<file path="config.mk">
export PLATFORM = sky130hd
export DESIGN_NAME = tcis_top
export DESIGN_NICKNAME = d
export VERILOG_FILES = /design/src/rtl/tcis_pkg.sv /design/src/rtl/tcis_edge_sync.sv /design/src/rtl/tcis_top.sv
export SDC_FILE = /design/constraint.sdc
export NUM_CORES = 1
export LEC_CHECK = 0
export ABC_AREA = 1
export BUFFER_PORTS_ARGS = -buffer_cell sky130_fd_sc_hd__buf_2
export CAP_MARGIN = 20
export CORE_UTILIZATION = 53
export CTS_BUF_LIST = sky130_fd_sc_hd__clkbuf_4 sky130_fd_sc_hd__clkbuf_8
export DETAILED_ROUTE_END_ITERATION = 10
export PLACE_DENSITY = 0.86
export SETUP_SLACK_MARGIN = 0.4
export SLEW_MARGIN = 10
export SYNTH_ARGS = -nofsm -noshare
export SYNTH_HDL_FRONTEND = slang
export SYNTH_SLANG_ARGS = --single-unit
</file>
<file path="constraint.sdc">
create_clock -name i_clk_sys -period 1.7 [get_ports i_clk_sys]
set_clock_uncertainty 0.2 [all_clocks]
set_input_delay 0.255 -clock i_clk_sys [delete_from_list [all_inputs] [get_ports i_clk_sys]]
set_output_delay 0.255 -clock i_clk_sys [all_outputs]
set_load 0.02 [all_outputs]
</file>
<file path="src/rtl/tcis_pkg.sv">
package tcis_pkg;

   // ==========================================================
   // Register map
   localparam logic [11:0] TCIS_ADDR_TIMING_CONTROL = 12'h002;
   localparam logic [11:0] TCIS_ADDR_INT_STATUS = 12'h004;
   localparam logic [11:0] TCIS_ADDR_INT_ENABLE = 12'h005;

   localparam logic [7:0] TCIS_TC_RESET = 8'h20;
   localparam logic [7:0] TCIS_INTERRUPT_STATUS_RESET = 8'h00;
   localparam logic [7:0] TCIS_INTERRUPT_ENABLE_RESET = 8'h00;

   // ==========================================================
   // Timing control fields
   localparam int TCIS_WATCHDOG_ENABLE_BIT = 7;
   localparam int TCIS_OUT_FRAME_FORMAT_BIT = 6;
   localparam int TCIS_CLOCK_REF_HI = 5;
   localparam int TCIS_CLOCK_REF_LO = 4;
   localparam int TCIS_HMVIP_BIT = 3;
   localparam int TCIS_PLL_ENABLE_BIT = 2;
   localparam int TCIS_PLL_ROLE_BIT = 1;
   localparam int TCIS_PLL_CLOCK_SOURCE_BIT = 0;

   localparam logic [1:0] TCIS_REF_4MHZ = 2'h0;
   localparam logic [1:0] TCIS_REF_8MHZ_FRAMED = 2'h1;
   localparam logic [1:0] TCIS_REF_8MHZ_UNFRAMED = 2'h2;
   localparam logic [1:0] TCIS_REF_16MHZ = 2'h3;

   // ==========================================================
   // Interrupt status fields
   localparam int TCIS_DCH_RX_FIFO_ERR_FLAG = 7;
   localparam int TCIS_DCH_RX_LEVEL_FLAG = 6;
   localparam int TCIS_DCH_TX_FLAG = 5;
   localparam int TCIS_FSK_TX_EMPTY_FLAG = 4;
   localparam int TCIS_ENERGY_B_FLAG = 3;
   localparam int TCIS_ENERGY_A_FLAG = 2;
   localparam int TCIS_CONF_OVERFLOW_FLAG = 1;
   localparam int TCIS_CLOCK_LOSS_FLAG = 0;

   // ==========================================================
   // Watchdog: 8 MHz tick lost for this long counts as clock loss
   localparam int TCIS_WATCHDOG_TIMEOUT_NS = 1000;
   localparam int TCIS_CLK_PERIOD_NS = 10;
   localparam int TCIS_WATCHDOG_CYCLES = TCIS_WATCHDOG_TIMEOUT_NS / TCIS_CLK_PERIOD_NS;

endpackage

</file>
<file path="src/rtl/tcis_edge_sync.sv">
`timescale 1ns/1ps
// ==========================================================
// Two-stage synchroniser with rising edge output
module tcis_edge_sync
   import tcis_pkg::*;
(
   input wire logic i_clk_sys, // System clock
   input wire logic i_rst, // Synchronous reset
   input wire logic i_level, // Asynchronous level
   output logic o_rise // One-cycle pulse on rising edge
);
   logic meta_reg;
   logic sync_reg;
   logic prev_reg;

   always_ff @(posedge i_clk_sys)
   begin
      if (i_rst)
      begin
         meta_reg <= 1'b0;
         sync_reg <= 1'b0;
         prev_reg <= 1'b0;
      end
      else
      begin
         meta_reg <= i_level;
         sync_reg <= meta_reg;
         prev_reg <= sync_reg;
      end
   end

   assign o_rise = sync_reg & ~prev_reg;
endmodule

</file>
<file path="src/rtl/tcis_top.sv">
`timescale 1ns/1ps
// How it works
// - Timing control at 0x002, resets 0x20
// - Bit 7 enables clock-loss watchdog interrupt
// - Bit 6 picks outgoing frame pulse format
// - Outgoing format independent of incoming format
// - Bits 5-4 select input clock reference
// - 4 MHz reference needs PLL, PLL clock
// - Internal clock always at least 8 MHz
// - Unframed 8 MHz: ignore frame, generate pulses
// - Bit 3 HMVIP alignment only with 16 MHz
// - Bit 2 enables PLL and its output
// - Bit 1 picks PLL master or slave
// - Bit 0 routes stream clocks from PLL
// - 4 MHz reference: expansion timing from PLL
// - Status at 0x004, read-only, flag layout
// - Bit 6 flags receive length or level
// - Bit 5 flags transmit FIFO or done
// - Status read returns flags, then clears
// - Masked sources set status, no interrupt
// - Conference overflow re-arms only after read
module tcis_top
   import tcis_pkg::*;
#(
   parameter int WATCHDOG_CYCLES = TCIS_WATCHDOG_CYCLES
)
(
   input wire logic i_clk_sys, // System clock, 100 MHz
   input wire logic i_rst, // Synchronous reset, active high
   input wire logic [11:0] i_addr, // Register address
   input wire logic i_wr, // Write strobe, one cycle
   input wire logic i_rd, // Read strobe, one cycle
   input wire logic [7:0] i_wdata, // Write data
   output logic [7:0] o_rdata, // Read data, registered
   output logic o_irq_n, // Interrupt, active low
   input wire logic i_ref_8mhz_clk, // 8 MHz input clock for watchdog
   input wire logic i_frame_in, // Incoming frame pulse
   input wire logic i_dch_rx_fifo_err, // Event pulses from sources
   input wire logic i_dch_rx_msg_len, // Receive length reached
   input wire logic i_dch_rx_fifo_level, // Receive FIFO trigger reached
   input wire logic i_msg_length_mode, // Receiver in message-length mode
   input wire logic i_dch_tx_empty, // Transmit FIFO empty
   input wire logic i_dch_tx_3q_empty, // Transmit FIFO 3/4 empty
   input wire logic i_dch_tx_done, // Transmission complete
   input wire logic i_fsk_tx_empty, // FSK memory empty or end
   input wire logic i_energy_b, // Energy detect B
   input wire logic i_energy_a, // Energy detect A
   input wire logic i_conf_overflow, // Conference accumulator overflow
   output logic [1:0] o_clock_ref_select, // Selected reference
   output logic o_pll_enable, // PLL running
   output logic o_pll_master, // PLL in master role
   output logic o_pll_clk_out_en, // PLL clock output enable
   output logic o_stream_clk_from_pll, // Local/2M/4M timing from PLL
   output logic o_exp_clk_from_pll, // Expansion timing from PLL
   output logic o_int_clk_from_pll, // 8.192 MHz internal from PLL
   output logic o_ref_invalid, // 4 MHz chosen with PLL off
   output logic o_out_frame_gci, // Outgoing frames GCI format
   output logic o_clk_out_invert, // Invert 4 MHz out and 8 MHz clocks
   output logic o_hmvip_align, // HMVIP frame alignment active
   output logic o_use_frame_in, // Incoming frame pulse honoured
   output logic o_gen_frame_out, // Device generates frame outputs
   output logic o_frame_in_gated // Frame pulse passed on
);
   logic [7:0] timing_control_reg;
   logic [7:0] interrupt_status_reg;
   logic [7:0] interrupt_enable_reg;
   logic [7:0] status_set;
   logic [7:0] rdata_next;
   logic ref_tick;
   logic [$clog2(WATCHDOG_CYCLES+1)-1:0] wd_count_reg;
   logic wd_lost_reg;
   logic clk_lost_event;
   logic rd_status;

   function automatic logic hit(input logic [11:0] a, input logic [11:0] b);
      hit = (a == b);
   endfunction

   assign rd_status = i_rd & hit(i_addr, TCIS_ADDR_INT_STATUS);

   // ==========================================================
   // Register writes
   always_ff @(posedge i_clk_sys)
   begin
      if (i_rst)
         timing_control_reg <= TCIS_TC_RESET;
      else if (i_wr & hit(i_addr, TCIS_ADDR_TIMING_CONTROL))
         timing_control_reg <= i_wdata;
   end

   always_ff @(posedge i_clk_sys)
   begin
      if (i_rst)
         interrupt_enable_reg <= TCIS_INTERRUPT_ENABLE_RESET;
      else if (i_wr & hit(i_addr, TCIS_ADDR_INT_ENABLE))
         interrupt_enable_reg <= i_wdata;
   end

   // ==========================================================
   // Read data; unmapped addresses read zero
   always_comb
   begin
      rdata_next = 8'h00;
      case (i_addr)
         TCIS_ADDR_TIMING_CONTROL: rdata_next = timing_control_reg;
         TCIS_ADDR_INT_STATUS: rdata_next = interrupt_status_reg;
         TCIS_ADDR_INT_ENABLE: rdata_next = interrupt_enable_reg;
         default: rdata_next = 8'h00;
      endcase
   end

   always_ff @(posedge i_clk_sys)
   begin
      if (i_rst)
         o_rdata <= 8'h00;
      else if (i_rd)
         o_rdata <= rdata_next;
   end

   // ==========================================================
   // Clock watchdog on the 8 MHz input
   tcis_edge_sync u_ref_sync (
      .i_clk_sys(i_clk_sys),
      .i_rst(i_rst),
      .i_level(i_ref_8mhz_clk),
      .o_rise(ref_tick)
   );

   always_ff @(posedge i_clk_sys)
   begin
      if (i_rst || !timing_control_reg[TCIS_WATCHDOG_ENABLE_BIT] || ref_tick)
         wd_count_reg <= '0;
      else if (wd_count_reg != ($clog2(WATCHDOG_CYCLES+1))'(WATCHDOG_CYCLES))
         wd_count_reg <= wd_count_reg + 1'b1;
   end

   // Flag once per loss, not every cycle it persists
   always_ff @(posedge i_clk_sys)
   begin
      if (i_rst || ref_tick || !timing_control_reg[TCIS_WATCHDOG_ENABLE_BIT])
         wd_lost_reg <= 1'b0;
      else if (clk_lost_event)
         wd_lost_reg <= 1'b1;
   end

   assign clk_lost_event = !wd_lost_reg && timing_control_reg[TCIS_WATCHDOG_ENABLE_BIT]
      && (wd_count_reg == ($clog2(WATCHDOG_CYCLES+1))'(WATCHDOG_CYCLES));

   // ==========================================================
   // Interrupt status
   always_comb
   begin
      status_set = 8'h00;
      status_set[TCIS_DCH_RX_FIFO_ERR_FLAG] = i_dch_rx_fifo_err;
      status_set[TCIS_DCH_RX_LEVEL_FLAG] = i_msg_length_mode ? i_dch_rx_msg_len : i_dch_rx_fifo_level;
      status_set[TCIS_DCH_TX_FLAG] = i_dch_tx_empty | i_dch_tx_3q_empty | i_dch_tx_done;
      status_set[TCIS_FSK_TX_EMPTY_FLAG] = i_fsk_tx_empty;
      status_set[TCIS_ENERGY_B_FLAG] = i_energy_b;
      status_set[TCIS_ENERGY_A_FLAG] = i_energy_a;
      status_set[TCIS_CONF_OVERFLOW_FLAG] = i_conf_overflow;
      status_set[TCIS_CLOCK_LOSS_FLAG] = clk_lost_event;
   end

   // Set beats read-clear so no event is lost; a set bit holds,
   // so repeat conference overflows add nothing until read
   always_ff @(posedge i_clk_sys)
   begin
      if (i_rst)
         interrupt_status_reg <= TCIS_INTERRUPT_STATUS_RESET;
      else if (rd_status)
         interrupt_status_reg <= status_set;
      else
         interrupt_status_reg <= interrupt_status_reg | status_set;
   end

   // Masked flags still recorded above, only gated here
   assign o_irq_n = ~|(interrupt_status_reg & interrupt_enable_reg);

   // ==========================================================
   // Clock mode decode
   assign o_clock_ref_select = timing_control_reg[TCIS_CLOCK_REF_HI:TCIS_CLOCK_REF_LO];
   assign o_pll_enable = timing_control_reg[TCIS_PLL_ENABLE_BIT];
   assign o_pll_clk_out_en = timing_control_reg[TCIS_PLL_ENABLE_BIT];
   assign o_pll_master = o_pll_enable & timing_control_reg[TCIS_PLL_ROLE_BIT];
   assign o_ref_invalid = (o_clock_ref_select == TCIS_REF_4MHZ) & ~o_pll_enable;
   // Only the 4 MHz reference is below 8 MHz, so only it needs the PLL
   assign o_int_clk_from_pll = (o_clock_ref_select == TCIS_REF_4MHZ) & o_pll_enable;
   assign o_stream_clk_from_pll = o_pll_enable & timing_control_reg[TCIS_PLL_CLOCK_SOURCE_BIT];
   assign o_exp_clk_from_pll = o_stream_clk_from_pll | o_int_clk_from_pll;
   assign o_out_frame_gci = timing_control_reg[TCIS_OUT_FRAME_FORMAT_BIT];
   assign o_clk_out_invert = timing_control_reg[TCIS_OUT_FRAME_FORMAT_BIT];
   assign o_hmvip_align = (o_clock_ref_select == TCIS_REF_16MHZ) & timing_control_reg[TCIS_HMVIP_BIT];
   assign o_use_frame_in = (o_clock_ref_select != TCIS_REF_8MHZ_UNFRAMED);
   assign o_gen_frame_out = ~o_use_frame_in;
   assign o_frame_in_gated = i_frame_in & o_use_frame_in;
endmodule

</file>
==> key figures, run 1 <==
Setup path
  • Worst Path Class, Setup: flop to primary output
  • Reg2Reg Launch Point: timing_control_reg[5]
  • Flop-to-flop setup slack: 180 ps
  • Critical Path Slowest Stage Cell: dfxtp_1
  • Startpoint types: flop
  • CP max stage delay: 370 ps
  • Reg2Reg Capture Point: o_rdata[5]
  • CP max FO: 3
  • Critical path, cell by cell: nand2_1 -> nand4_1 -> nor2_1 -> buf_4
  • Critical path arrival: 1180 ps
  • Reg2Reg Depth: 8
  • WP data required: 1240 ps
  • Nature of the critical path endpoint: primary output

Synth
  • Post-Synthesis Cell Area: 0.00210 mm²
  • Largest family of logic cells by synthesized area: simple AND/OR/NAND/NOR gates
  • Post-synth top area cell: dfxtp_1
  • Net count after synthesis: 338
  • Synth unique cells: 26
  • Synth top cells by count: nand2_1, inv_1, dfxtp_1
  • Syn Area/Cell: 7.01 µm²
  • Async set or reset register ratio after synthesis: 0%
  • Seq cells post-synth: 43
  • Post-synth EDFFs: 0
  • Top_reg_cell synth: dfxtp_1
  • Post-synthesis compound-gate area fraction: 9.67%
  • Seq/Total Area, Yosys: 41.1%
  • Synth area leaders: dfxtp_1, nand2_1, nand3_1
  • Post-Synth Adder-Cell Area: 1.19%
  • Synth Area in Simple Gates: 34.4%
  • Mux contribution to synthesized area: 0.477%
  • Synth Area in XOR/XNOR: 0.835%
  • Synth top area share: 41.1%
  • Most frequent cell after synthesis: nand2_1
  • Post-Syn Instances: 299
  • YS warnings: 0

Power
  • P_sw: 0.000528 W
  • P_leak: 1.54 nW
  • Comb pwr share: 11.0%
  • Reg power frac: 53.5%
  • Peak supply drop: 0.000583 V
  • Total power draw: 0.00192 W
  • Pwr/cell area: 557 mW/mm²
  • Sw Share: 27.5%
  • Power share of the clock group: 35.6%
  • Cell internal pwr: 0.00139 W

Worst hold path
  • Hold path depth: 3
  • Worst min path class: input port to flop
  • Min-delay src: i_dch_tx_empty
  • Hold Path Sink: interrupt_status_reg[5]

Run
  • Max_cap viols: 0

Timing
  • Worst-margin pin slew: 498 ps
  • Period utilisation layout: 95.9%
  • Fin. max-slew vios: 0
  • RSZ-0062 raised after global routing: yes
  • Relative max-transition margin: 66.7%
  • Hold slack: 6.20 ps
  • Fin. Hold Viols: 0
  • Achievable Freq: 0.613 GHz
  • Final min period: 1630 ps
  • Final setup viols: 0

Placed design
  • Input/output buffers: 60
  • Area post-placement: 0.00245 mm²
  • Detailed Place HPWL: 3660 µm
  • Gpl congestion: 0.869

Clock network
  • Clock-pin slew of the registers on the worst-case setup and hold paths: 90 ps
  • Root Buffer: clkbuf_8
  • Clk buf depth: 2
  • Clk Latency, worst-skew pair: 320 ps
  • CTS Buf Count: 5
  • CTS tree: done
  • Clock net sink count: 43
  • H-Tree Depth: 2

Route
  • Final WL: 9740 µm
  • Drt via density: 6.22
  • 1st-pass router iterations: 5
  • Post-DR wirelength/cell: 21.7 µm
  • # DRC: 0
  • Antenna Nets Post-Route: 0
  • Initial drt markers: 353
  • Vias: 2798

Cells and area
  • Nets: 440
  • Area delta synth->final: 64.7%
  • Post-route design area: 0.00345 mm²
  • Share of cells above drive strength 1: 49.3%
  • Ant. Diodes: 0
  • Fill count: 134

Die
  • Die Height: 64.9 µm
  • DIE AREA: 0.00421 mm²
  • I/O Pins: 61
  • FP Rows: 22
  • Die X: 64.9 µm
  • Initial Utilization: 56.4%
  • CORE AREA: 0.00372 mm²

Global routing
  • Largest net degree at the start of global routing: 26
  • Total Routing Usage GR: 29.1%
  • Initial antenna violation count: 0
  • First-pass GRT wire length: 9290 µm
  • Total grt overflow: 0
  • Vias in the first global route: 2102

Status
  • Status: finished clean
[per-layer routing]
metal | wire [µm] | GRT usage, % | vias up
li1 | - | - | 1159
met1 | 3160 | 30.9 | 1271
met2 | 4630 | 54.4 | 272
met3 | 1000 | 6.69 | 96
met5 | 0 | 0 | -
met4 | 948 | 11.9 | 0
[logic make-up (layout without fill, tap and decap cells)]
| logic type | Yosys count | after routing |
|---|---|---|
| mux | 1 | 1 |
| flops | 43 | 43 |
| compound gates | 40 | 40 |
| buf+inv | 58 | 159 |
| xor+xnor | 2 | 2 |
| fa+ha+maj | 2 | 2 |
| simple gates | 153 | 155 |
[worst max-delay path: cells and delay by family (launching register included)]
family / cells / cell delay, ps
AND/OR/NAND/NOR: 3 / 330
buffers and inverters: 1 / 160
flip-flops: 1 / 370
[layout make-up]
type / instances / area (µm²) / share of cell area, %
Clock buffer: 5 / 68.8 / 1.99
Clock inverter: 3 / 20.0 / 0.580
Inverter: 46 / 185 / 5.36
Multi-Input combinational cell: 200 / 1340 / 38.8
Sequential cell: 43 / 891 / 25.8
Tap cell: 48 / 60.1 / 1.74
Timing Repair Buffer: 105 / 890 / 25.8
[repair_timing]
action	CTS	global route
setup endpoints to repair	32	56
endpoints found under the hold margin	8	0
gates resized for setup	67	84
hold buffers	8	0
gates cloned	0	5
pin swaps	13	35
setup buffers	11	18
[cell usage in the layout, fill, tap and decap left out, drive strengths merged]
master       synthesis  final
buf                  8     95
nand3               37     38
o31ai                1      1
clkbuf               4      7
ha                   2      2
nor4                 1      1
nor3                 5      5
xnor2                1      1
clkinvlp             0      2
clkinv               0      1
nand2               65     65
nor2                38     38
dlygate4sd3          0      8
o21ai               10     10
dfxtp               43     43
nand4                7      8
inv                 46     46
mux2i                1      1
xor2                 1      1
a21oi               29     29
[metrics by stage]
stage	utilization [%]	TNS [ps]	worst slack (ps)	instances
4_1_cts	77.5	0	147	427
6_report	92.9	0	69.6	450
2_1_floorplan	-	0	323	299
5_1_grt	92.9	-33.8	-33.8	450
3_3_place_gp	66.0	0	78.0	400
3_5_place_dp	66.0	-26.2	-26.2	400
[power groups by stage]
stage               clock network, W  logic (W)  registers, W
floorplan                          0  0.0000656       0.00105
global placement                   0   0.000125       0.00105
detailed placement                 0   0.000129       0.00105
CTS                         0.000654   0.000147       0.00103
global route                0.000721   0.000221       0.00103
finish                      0.000684   0.000211       0.00103
[worst max path at each step]
stage,endpoint,start,slack [ps],cells past startpoint
5_1_grt,o_irq_n,interrupt_enable_reg[0],-30,4
4_1_cts,o_irq_n,interrupt_status_reg[4],150,4
2_1_floorplan,timing_control_reg[4],i_addr[7],320,7
3_3_place_gp,timing_control_reg[2],i_addr[7],80,7
3_5_place_dp,timing_control_reg[2],i_addr[7],-30,7
6_report,o_irq_n,interrupt_status_reg[0],70,4
Note: power is estimated with default switching activity, not from simulation.
==> inputs of run 2 (changes only) <==
--- a/config.mk
+++ b/config.mk
@@ -8,10 +8,10 @@
 export ABC_AREA = 1
 export BUFFER_PORTS_ARGS = -buffer_cell sky130_fd_sc_hd__buf_2
 export CAP_MARGIN = 20
-export CORE_UTILIZATION = 53
+export CORE_UTILIZATION = 49
 export CTS_BUF_LIST = sky130_fd_sc_hd__clkbuf_4 sky130_fd_sc_hd__clkbuf_8
 export DETAILED_ROUTE_END_ITERATION = 10
-export PLACE_DENSITY = 0.86
+export PLACE_DENSITY = 0.81
 export SETUP_SLACK_MARGIN = 0.4
 export SLEW_MARGIN = 10
 export SYNTH_ARGS = -nofsm -noshare
==> run 2 against run 1 <==
Critical path depth unchanged. Die area up 7.9%. Core utilization down 13 points. Combinational power down 15%. Highest routed layer unchanged.
==> key figures, run 2 (synthesized netlist as in run 1, its figures left out) <==
Clock network
  • Root Buffer: clkbuf_8 (unchanged)
  • H-Tree Depth: 2 (unchanged)
  • CTS Buf Count: 5 (unchanged)
  • Clk buf depth: 2 (unchanged)
  • CTS tree: done (unchanged)
  • Clock net sink count: 43 (unchanged)
  • Clock-pin slew of the registers on the worst-case setup and hold paths: 80 ps (was 90 ps)
  • Clk Latency, worst-skew pair: 300 ps (was 320 ps)

Global routing
  • Vias in the first global route: 1942 (was 2102)
  • First-pass GRT wire length: 8320 µm (was 9290 µm)
  • Total grt overflow: 0 (unchanged)
  • Total Routing Usage GR: 24.9% (was 29.1%)
  • Initial antenna violation count: 0 (unchanged)
  • Largest net degree at the start of global routing: 26 (unchanged)

Timing
  • RSZ-0062 raised after global routing: yes (unchanged)
  • Fin. Hold Viols: 0 (unchanged)
  • Worst-margin pin slew: 527 ps (was 498 ps)
  • Final setup viols: 0 (unchanged)
  • Fin. max-slew vios: 0 (unchanged)
  • Sum Neg Setup Slack: 0 ps (unchanged)
  • Achievable Freq: 0.627 GHz (was 0.613 GHz)
  • Relative max-transition margin: 64.8% (was 66.7%)
  • Period utilisation layout: 93.9% (was 95.9%)
  • Final setup margin: 104 ps (was 69.6 ps)
  • Final min period: 1600 ps (was 1630 ps)

Die
  • I/O Pins: 61 (unchanged)
  • FP Rows: 23 (was 22)
  • CORE AREA: 0.00406 mm² (was 0.00372 mm²)
  • Initial Utilization: 51.7% (was 56.4%)
  • Die Height: 67.4 µm (was 64.9 µm)
  • Die X: 67.4 µm (was 64.9 µm)
  • DIE AREA: 0.00455 mm² (was 0.00421 mm²)

Route
  • Vias: 2477 (was 2798)
  • Final WL: 6900 µm (was 9740 µm)
  • 1st-pass router iterations: 5 (unchanged)
  • Drt via density: 5.58 (was 6.22)
  • Antenna Nets Post-Route: 0 (unchanged)
  • Initial drt markers: 176 (was 353)
  • # DRC: 0 (unchanged)
  • Post-DR wirelength/cell: 15.5 µm (was 21.7 µm)

Placed design
  • Gpl congestion: 0.801 (was 0.869)
  • Setup WS pre-CTS: 21.2 ps (was -26.2 ps)
  • Detailed Place HPWL: 3470 µm (was 3660 µm)
  • Input/output buffers: 60 (unchanged)
  • Dpl cells: 402 (was 400)

Power
  • Cell internal pwr: 0.00138 W (was 0.00139 W)
  • Power share of the clock group: 34.9% (was 35.6%)
  • Peak supply drop: 0.000591 V (was 0.000583 V)
  • Sw Share: 25.4% (was 27.5%)
  • Reg power frac: 55.4% (was 53.5%)
  • P_sw: 0.000471 W (was 0.000528 W)
  • P_leak: 1.45 nW (was 1.54 nW)
  • Total power draw: 0.00185 W (was 0.00192 W)
  • Pwr/cell area: 572 mW/mm² (was 557 mW/mm²)
  • Comb pwr share: 9.7% (was 11.0%)

Setup path
  • Reg2Reg Capture Point: wd_count_reg[2] (was o_rdata[5])
  • Critical Path Slowest Stage Cell: dfxtp_1 (unchanged)
  • End point of the critical path: o_irq_n (unchanged)
  • Reg2Reg Depth: 8 (unchanged)
  • Worst Path Class, Setup: flop to primary output (unchanged)
  • Flop-to-flop setup slack: 220 ps (was 180 ps)
  • Nature of the critical path endpoint: primary output (unchanged)
  • CP startpoint: interrupt_enable_reg[1] (was interrupt_status_reg[0])
  • Critical path arrival: 1140 ps (was 1180 ps)
  • CP max stage delay: 360 ps (was 370 ps)
  • Startpoint types: flop (unchanged)
  • Reg2Reg Launch Point: wd_count_reg[1] (was timing_control_reg[5])
  • Critical path, cell by cell: nand2_1 -> nand4_1 -> nor2_1 -> buf_4 (unchanged)
  • WP data required: 1240 ps (about the same)
  • CP max FO: 3 (unchanged)

Cells and area
  • Commonest non-fill, non-tap cell in the layout: nand2_1 (unchanged)
  • Fin cells: 444 (was 450)
  • Area delta synth->final: 54.5% (was 64.7%)
  • Ant. Diodes: 0 (unchanged)
  • Most frequent cells in the layout: nand2_1, buf_2, inv_1, nand3_1, buf_4 (was nand2_1, buf_2, inv_1, buf_4)
  • Nets: 432 (was 440)
  • Final Util: 79.9% (was 92.9%)
  • Share of cells above drive strength 1: 48.7% (was 49.3%)

Run
  • Max_cap viols: 0 (unchanged)

Worst hold path
  • Worst min path class: input port to flop (unchanged)

Status
  • Status: finished clean (unchanged)
==> run 2: final cells by class <==
type / instances / area, µm²
Clock buffer: 5 / 68.8
Clock inverter: 3 / 20.0
Fill cell: 225 / 817
Inverter: 46 / 180
Multi-Input combinational cell: 201 / 1270
Sequential cell: 43 / 898
Tap cell: 50 / 62.6
Timing Repair Buffer: 96 / 736
==> run 2: critical path: cells and delay by family, from the launching register on <==
kind                   cells  cell delay, ps
buffers and inverters      1             160
flip-flops                 1             360
AND/OR/NAND/NOR            3             330
==> run 2: per-stage QoR <==
step	cell area [µm²]	hold WS (ps)
after floorplan	2130	162
after global placement	2460	194
after detailed placement	2460	197
after CTS	2870	3.36
after global routing	3240	11.8
final	3240	11.3
==> run 2: worst min-delay path by stage <==
stage | from | endpoint | cells past startpoint | slack (ps)
floorplan | i_ref_8mhz_clk | u_ref_sync.meta_reg | 2 | 160
global placement | u_ref_sync.meta_reg | u_ref_sync.sync_reg | 2 | 190
finish | i_wdata[0] | interrupt_enable_reg[0] | 3 | 10
detailed placement | u_ref_sync.meta_reg | u_ref_sync.sync_reg | 2 | 200
CTS | i_wdata[3] | interrupt_enable_reg[3] | 3 | 3
global route | i_wdata[3] | interrupt_enable_reg[3] | 3 | 10
==> run 2: what timing repair did <==
action	in CTS	in global routing
endpoints found under the hold margin	6	0
buffers inserted	12	13
cloned	0	3
hold buffers	6	0
gates resized for setup	66	71
endpoints found under the setup margin	32	56
pin swaps	12	21
==> run 2: routing by layer <==
layer  up-vias  GRT usage, %  part of all wire [%]
met5         -             0                     0
met4         0          10.1                   3.4
met3        29          5.24                   7.4
met2       158          46.9                    52
met1      1137          26.6                    37
li1       1153             -                     -
==> run 2: power groups by stage <==
stage	registers (W)	clock network, W	logic (W)
final	0.00103	0.000647	0.000180
after global routing	0.00103	0.000695	0.000194
after CTS	0.00103	0.000646	0.000149
after detailed placement	0.00105	0	0.000128
after global placement	0.00105	0	0.000125
after floorplan	0.00105	0	0.0000656
==> inputs of run 3 (changes only) <==
==> constraint.sdc (replaced) <==
create_clock -name i_clk_sys -period 1.7 [get_ports i_clk_sys]
set_clock_uncertainty 0.2 [all_clocks]
set_input_delay 0.34 -clock i_clk_sys [delete_from_list [all_inputs] [get_ports i_clk_sys]]
set_output_delay 0.34 -clock i_clk_sys [all_outputs]
set_load 0.02 [all_outputs]
==> run 3 against run 2 <==
The run now ends with negative setup slack left. Sequential power hardly changed. Setup slack worse by 130 ps. Global-route usage is 3.9 points higher. Routed wire length is 48% higher.
==> key figures, run 3 (synthesized netlist as in run 1, its figures left out) <==
Status
  • Status: finished, violations left (was finished clean)
  • Failing checks: negative setup slack

Timing
  • RSZ-0062 raised after global routing: yes (unchanged)
  • Final min period: 1720 ps (was 1600 ps)
  • Fin. max-slew vios: 0 (unchanged)
  • Fin. Hold Viols: 0 (unchanged)
  • Final setup viols: 1 (was 0)
  • Relative max-transition margin: 46.0% (was 64.8%)
  • Hold slack: 50.6 ps (was 11.3 ps)
  • Period utilisation layout: 101% (was 93.9%)
  • Achievable Freq: 0.580 GHz (was 0.627 GHz)
  • Worst-margin pin slew: 809 ps (was 527 ps)
  • Final setup margin: -24.1 ps (was 104 ps)

Power
  • Comb pwr share: 10.9% (was 9.7%)
  • Total power draw: 0.00212 W (was 0.00185 W)
  • Reg power frac: 48.8% (was 55.4%)
  • P_sw: 0.000531 W (was 0.000471 W)
  • Pwr/cell area: 545 mW/mm² (was 572 mW/mm²)
  • Cell internal pwr: 0.00159 W (was 0.00138 W)
  • Peak supply drop: 0.000526 V (was 0.000591 V)
  • P_leak: 1.66 nW (was 1.45 nW)
  • Sw Share: 25.1% (was 25.4%)
  • Power share of the clock group: 40.4% (was 34.9%)

Setup path
  • Flop-to-flop setup slack: 110 ps (was 220 ps)
  • Critical path, cell by cell: nand2_1 -> nand4_1 -> nor2_2 -> buf_6 (was nand2_1 -> nand4_1 -> nor2_1 -> buf_4)
  • CP max stage delay: 370 ps (was 360 ps)
  • CP max FO: 3 (unchanged)
  • CP startpoint: interrupt_status_reg[4] (was interrupt_enable_reg[1])
  • Reg2Reg Capture Point: wd_count_reg[0] (was wd_count_reg[2])
  • WP data required: 1160 ps (was 1240 ps)
  • Nature of the critical path endpoint: primary output (unchanged)
  • Reg2Reg Launch Point: wd_count_reg[0] (was wd_count_reg[1])
  • Reg2Reg Depth: 7 (was 8)
  • Critical path's top delay family: flip-flops (unchanged)
  • Number of cells on the critical path: 4 (unchanged)
  • Worst Path Class, Setup: flop to primary output (unchanged)
  • Critical Path Slowest Stage Cell: dfxtp_2 (was dfxtp_1)
  • Startpoint types: flop (unchanged)
  • Critical path arrival: 1180 ps (was 1140 ps)
  • WP buf/inv: 1 (unchanged)

Die
  • FP Rows: 23 (unchanged)
  • Die X: 67.4 µm (unchanged)
  • CORE AREA: 0.00406 mm² (unchanged)
  • Die Height: 67.4 µm (unchanged)
  • I/O Pins: 61 (unchanged)
  • Initial Utilization: 51.7% (unchanged)
  • DIE AREA: 0.00455 mm² (unchanged)

Route
  • Vias: 2815 (was 2477)
  • Final WL: 10200 µm (was 6900 µm)
  • Drt via density: 6.26 (was 5.58)
  • Initial drt markers: 276 (was 176)
  • 1st-pass router iterations: 5 (unchanged)
  • # DRC: 0 (unchanged)
  • Post-DR wirelength/cell: 22.7 µm (was 15.5 µm)
  • Antenna Nets Post-Route: 0 (unchanged)

Worst hold path
  • Worst min path class: input port to flop (unchanged)
  • Min-delay src: i_ref_8mhz_clk (was i_wdata[0])
  • Hold Path Sink: u_ref_sync.meta_reg (was interrupt_enable_reg[0])
  • Hold path depth: 3 (unchanged)

Clock network
  • CTS tree: done (unchanged)
  • Clk buf depth: 2 (unchanged)
  • Clk Latency, worst-skew pair: 310 ps (was 300 ps)
  • Root Buffer: clkbuf_8 (unchanged)
  • Clock net sink count: 43 (unchanged)
  • CTS Buf Count: 5 (unchanged)
  • Clock-pin slew of the registers on the worst-case setup and hold paths: 80 ps (about the same)
  • H-Tree Depth: 2 (unchanged)

Cells and area
  • Ant. Diodes: 0 (unchanged)
  • Share of cells above drive strength 1: 68.0% (was 48.7%)
  • Most frequent cells in the layout: buf_6, nand2_1, inv_1, buf_2, dfxtp_2 (was nand2_1, buf_2, inv_1, nand3_1, buf_4)
  • Area delta synth->final: 85.1% (was 54.5%)
  • Nets: 438 (was 432)
  • Commonest non-fill, non-tap cell in the layout: buf_6 (was nand2_1)

Run
  • Max_cap viols: 0 (unchanged)

Placed design
  • Detailed Place HPWL: 3680 µm (was 3470 µm)
  • Input/output buffers: 60 (unchanged)
  • Gpl congestion: 0.873 (was 0.801)
  • Setup WS pre-CTS: -58.2 ps (was 21.2 ps)

Global routing
  • Total Routing Usage GR: 28.8% (was 24.9%)
  • Largest net degree at the start of global routing: 26 (unchanged)
  • Total grt overflow: 0 (unchanged)
  • First-pass GRT wire length: 9560 µm (was 8320 µm)
  • Initial antenna violation count: 0 (unchanged)
  • Vias in the first global route: 2206 (was 1942)
## run 3: cell types whose count changed in the layout (fill, tap and decap cells not counted), moves of 10 or more
cell | previous run | this run
buf_6 | 20 | 45
a21oi_1 | 26 | 13
nand2_1 | 49 | 33
nand3_2 | 5 | 23
nand2_2 | 11 | 21
a21oi_2 | 3 | 16
nand3_1 | 30 | 6
## run 3: layout make-up
| cell class | count | area (µm²) |
|---|---|---|
| clock buffer | 6 | 82.6 |
| sequential | 43 | 911 |
| inverter | 46 | 193 |
| clock inverter | 2 | 35.0 |
| fill | 101 | 175 |
| multi-input combinational | 200 | 1620 |
| timing repair buffer | 103 | 975 |
| tap | 50 | 62.6 |
## run 3: stage by stage
step	cell area, µm²	cells	TNS, ps	utilization (%)
after global placement	2510	406	-6.71	61.9
after floorplan	2150	299	0	-
after detailed placement	2510	406	-290	61.9
final	3880	450	-24.1	95.7
after global routing	3880	450	-65.9	95.7
after CTS	3080	429	0	75.8
## run 3: worst max path at each step
stage	endpoint
6_report	o_irq_n
3_5_place_dp	o_rdata[3]
3_3_place_gp	o_rdata[5]
2_1_floorplan	timing_control_reg[4]
4_1_cts	o_irq_n
5_1_grt	o_irq_n
## run 3: repair_timing
action / CTS / global route
gates cloned: 2 / 4
hold buffers: 0 / 0
setup buffers: 13 / 17
setup endpoints to repair: 51 / 64
resized for setup: 109 / 149
pin swaps: 15 / 44
## run 3: power groups by stage
stage	Clock [W]	Combinational, W	Sequential, W
floorplan	0	0.0000656	0.00105
global route	0.000896	0.000237	0.00103
detailed placement	0	0.000131	0.00106
finish	0.000854	0.000231	0.00103
CTS	0.000832	0.000144	0.00103
global placement	0	0.000128	0.00106
## run 3: per-layer routing
metal / wire length (µm) / track usage, %
met1: 3500 / 30.1
met2: 4980 / 53.5
met3: 968 / 6.42
met4: 753 / 14.1
met5: 0 / 0
## run 3: tightest hold or removal path: cells and delay by family
| family | cells | cell delay [ps] |
|---|---|---|
| simple gates | 1 | 30 |
| buf+inv | 2 | 160 |
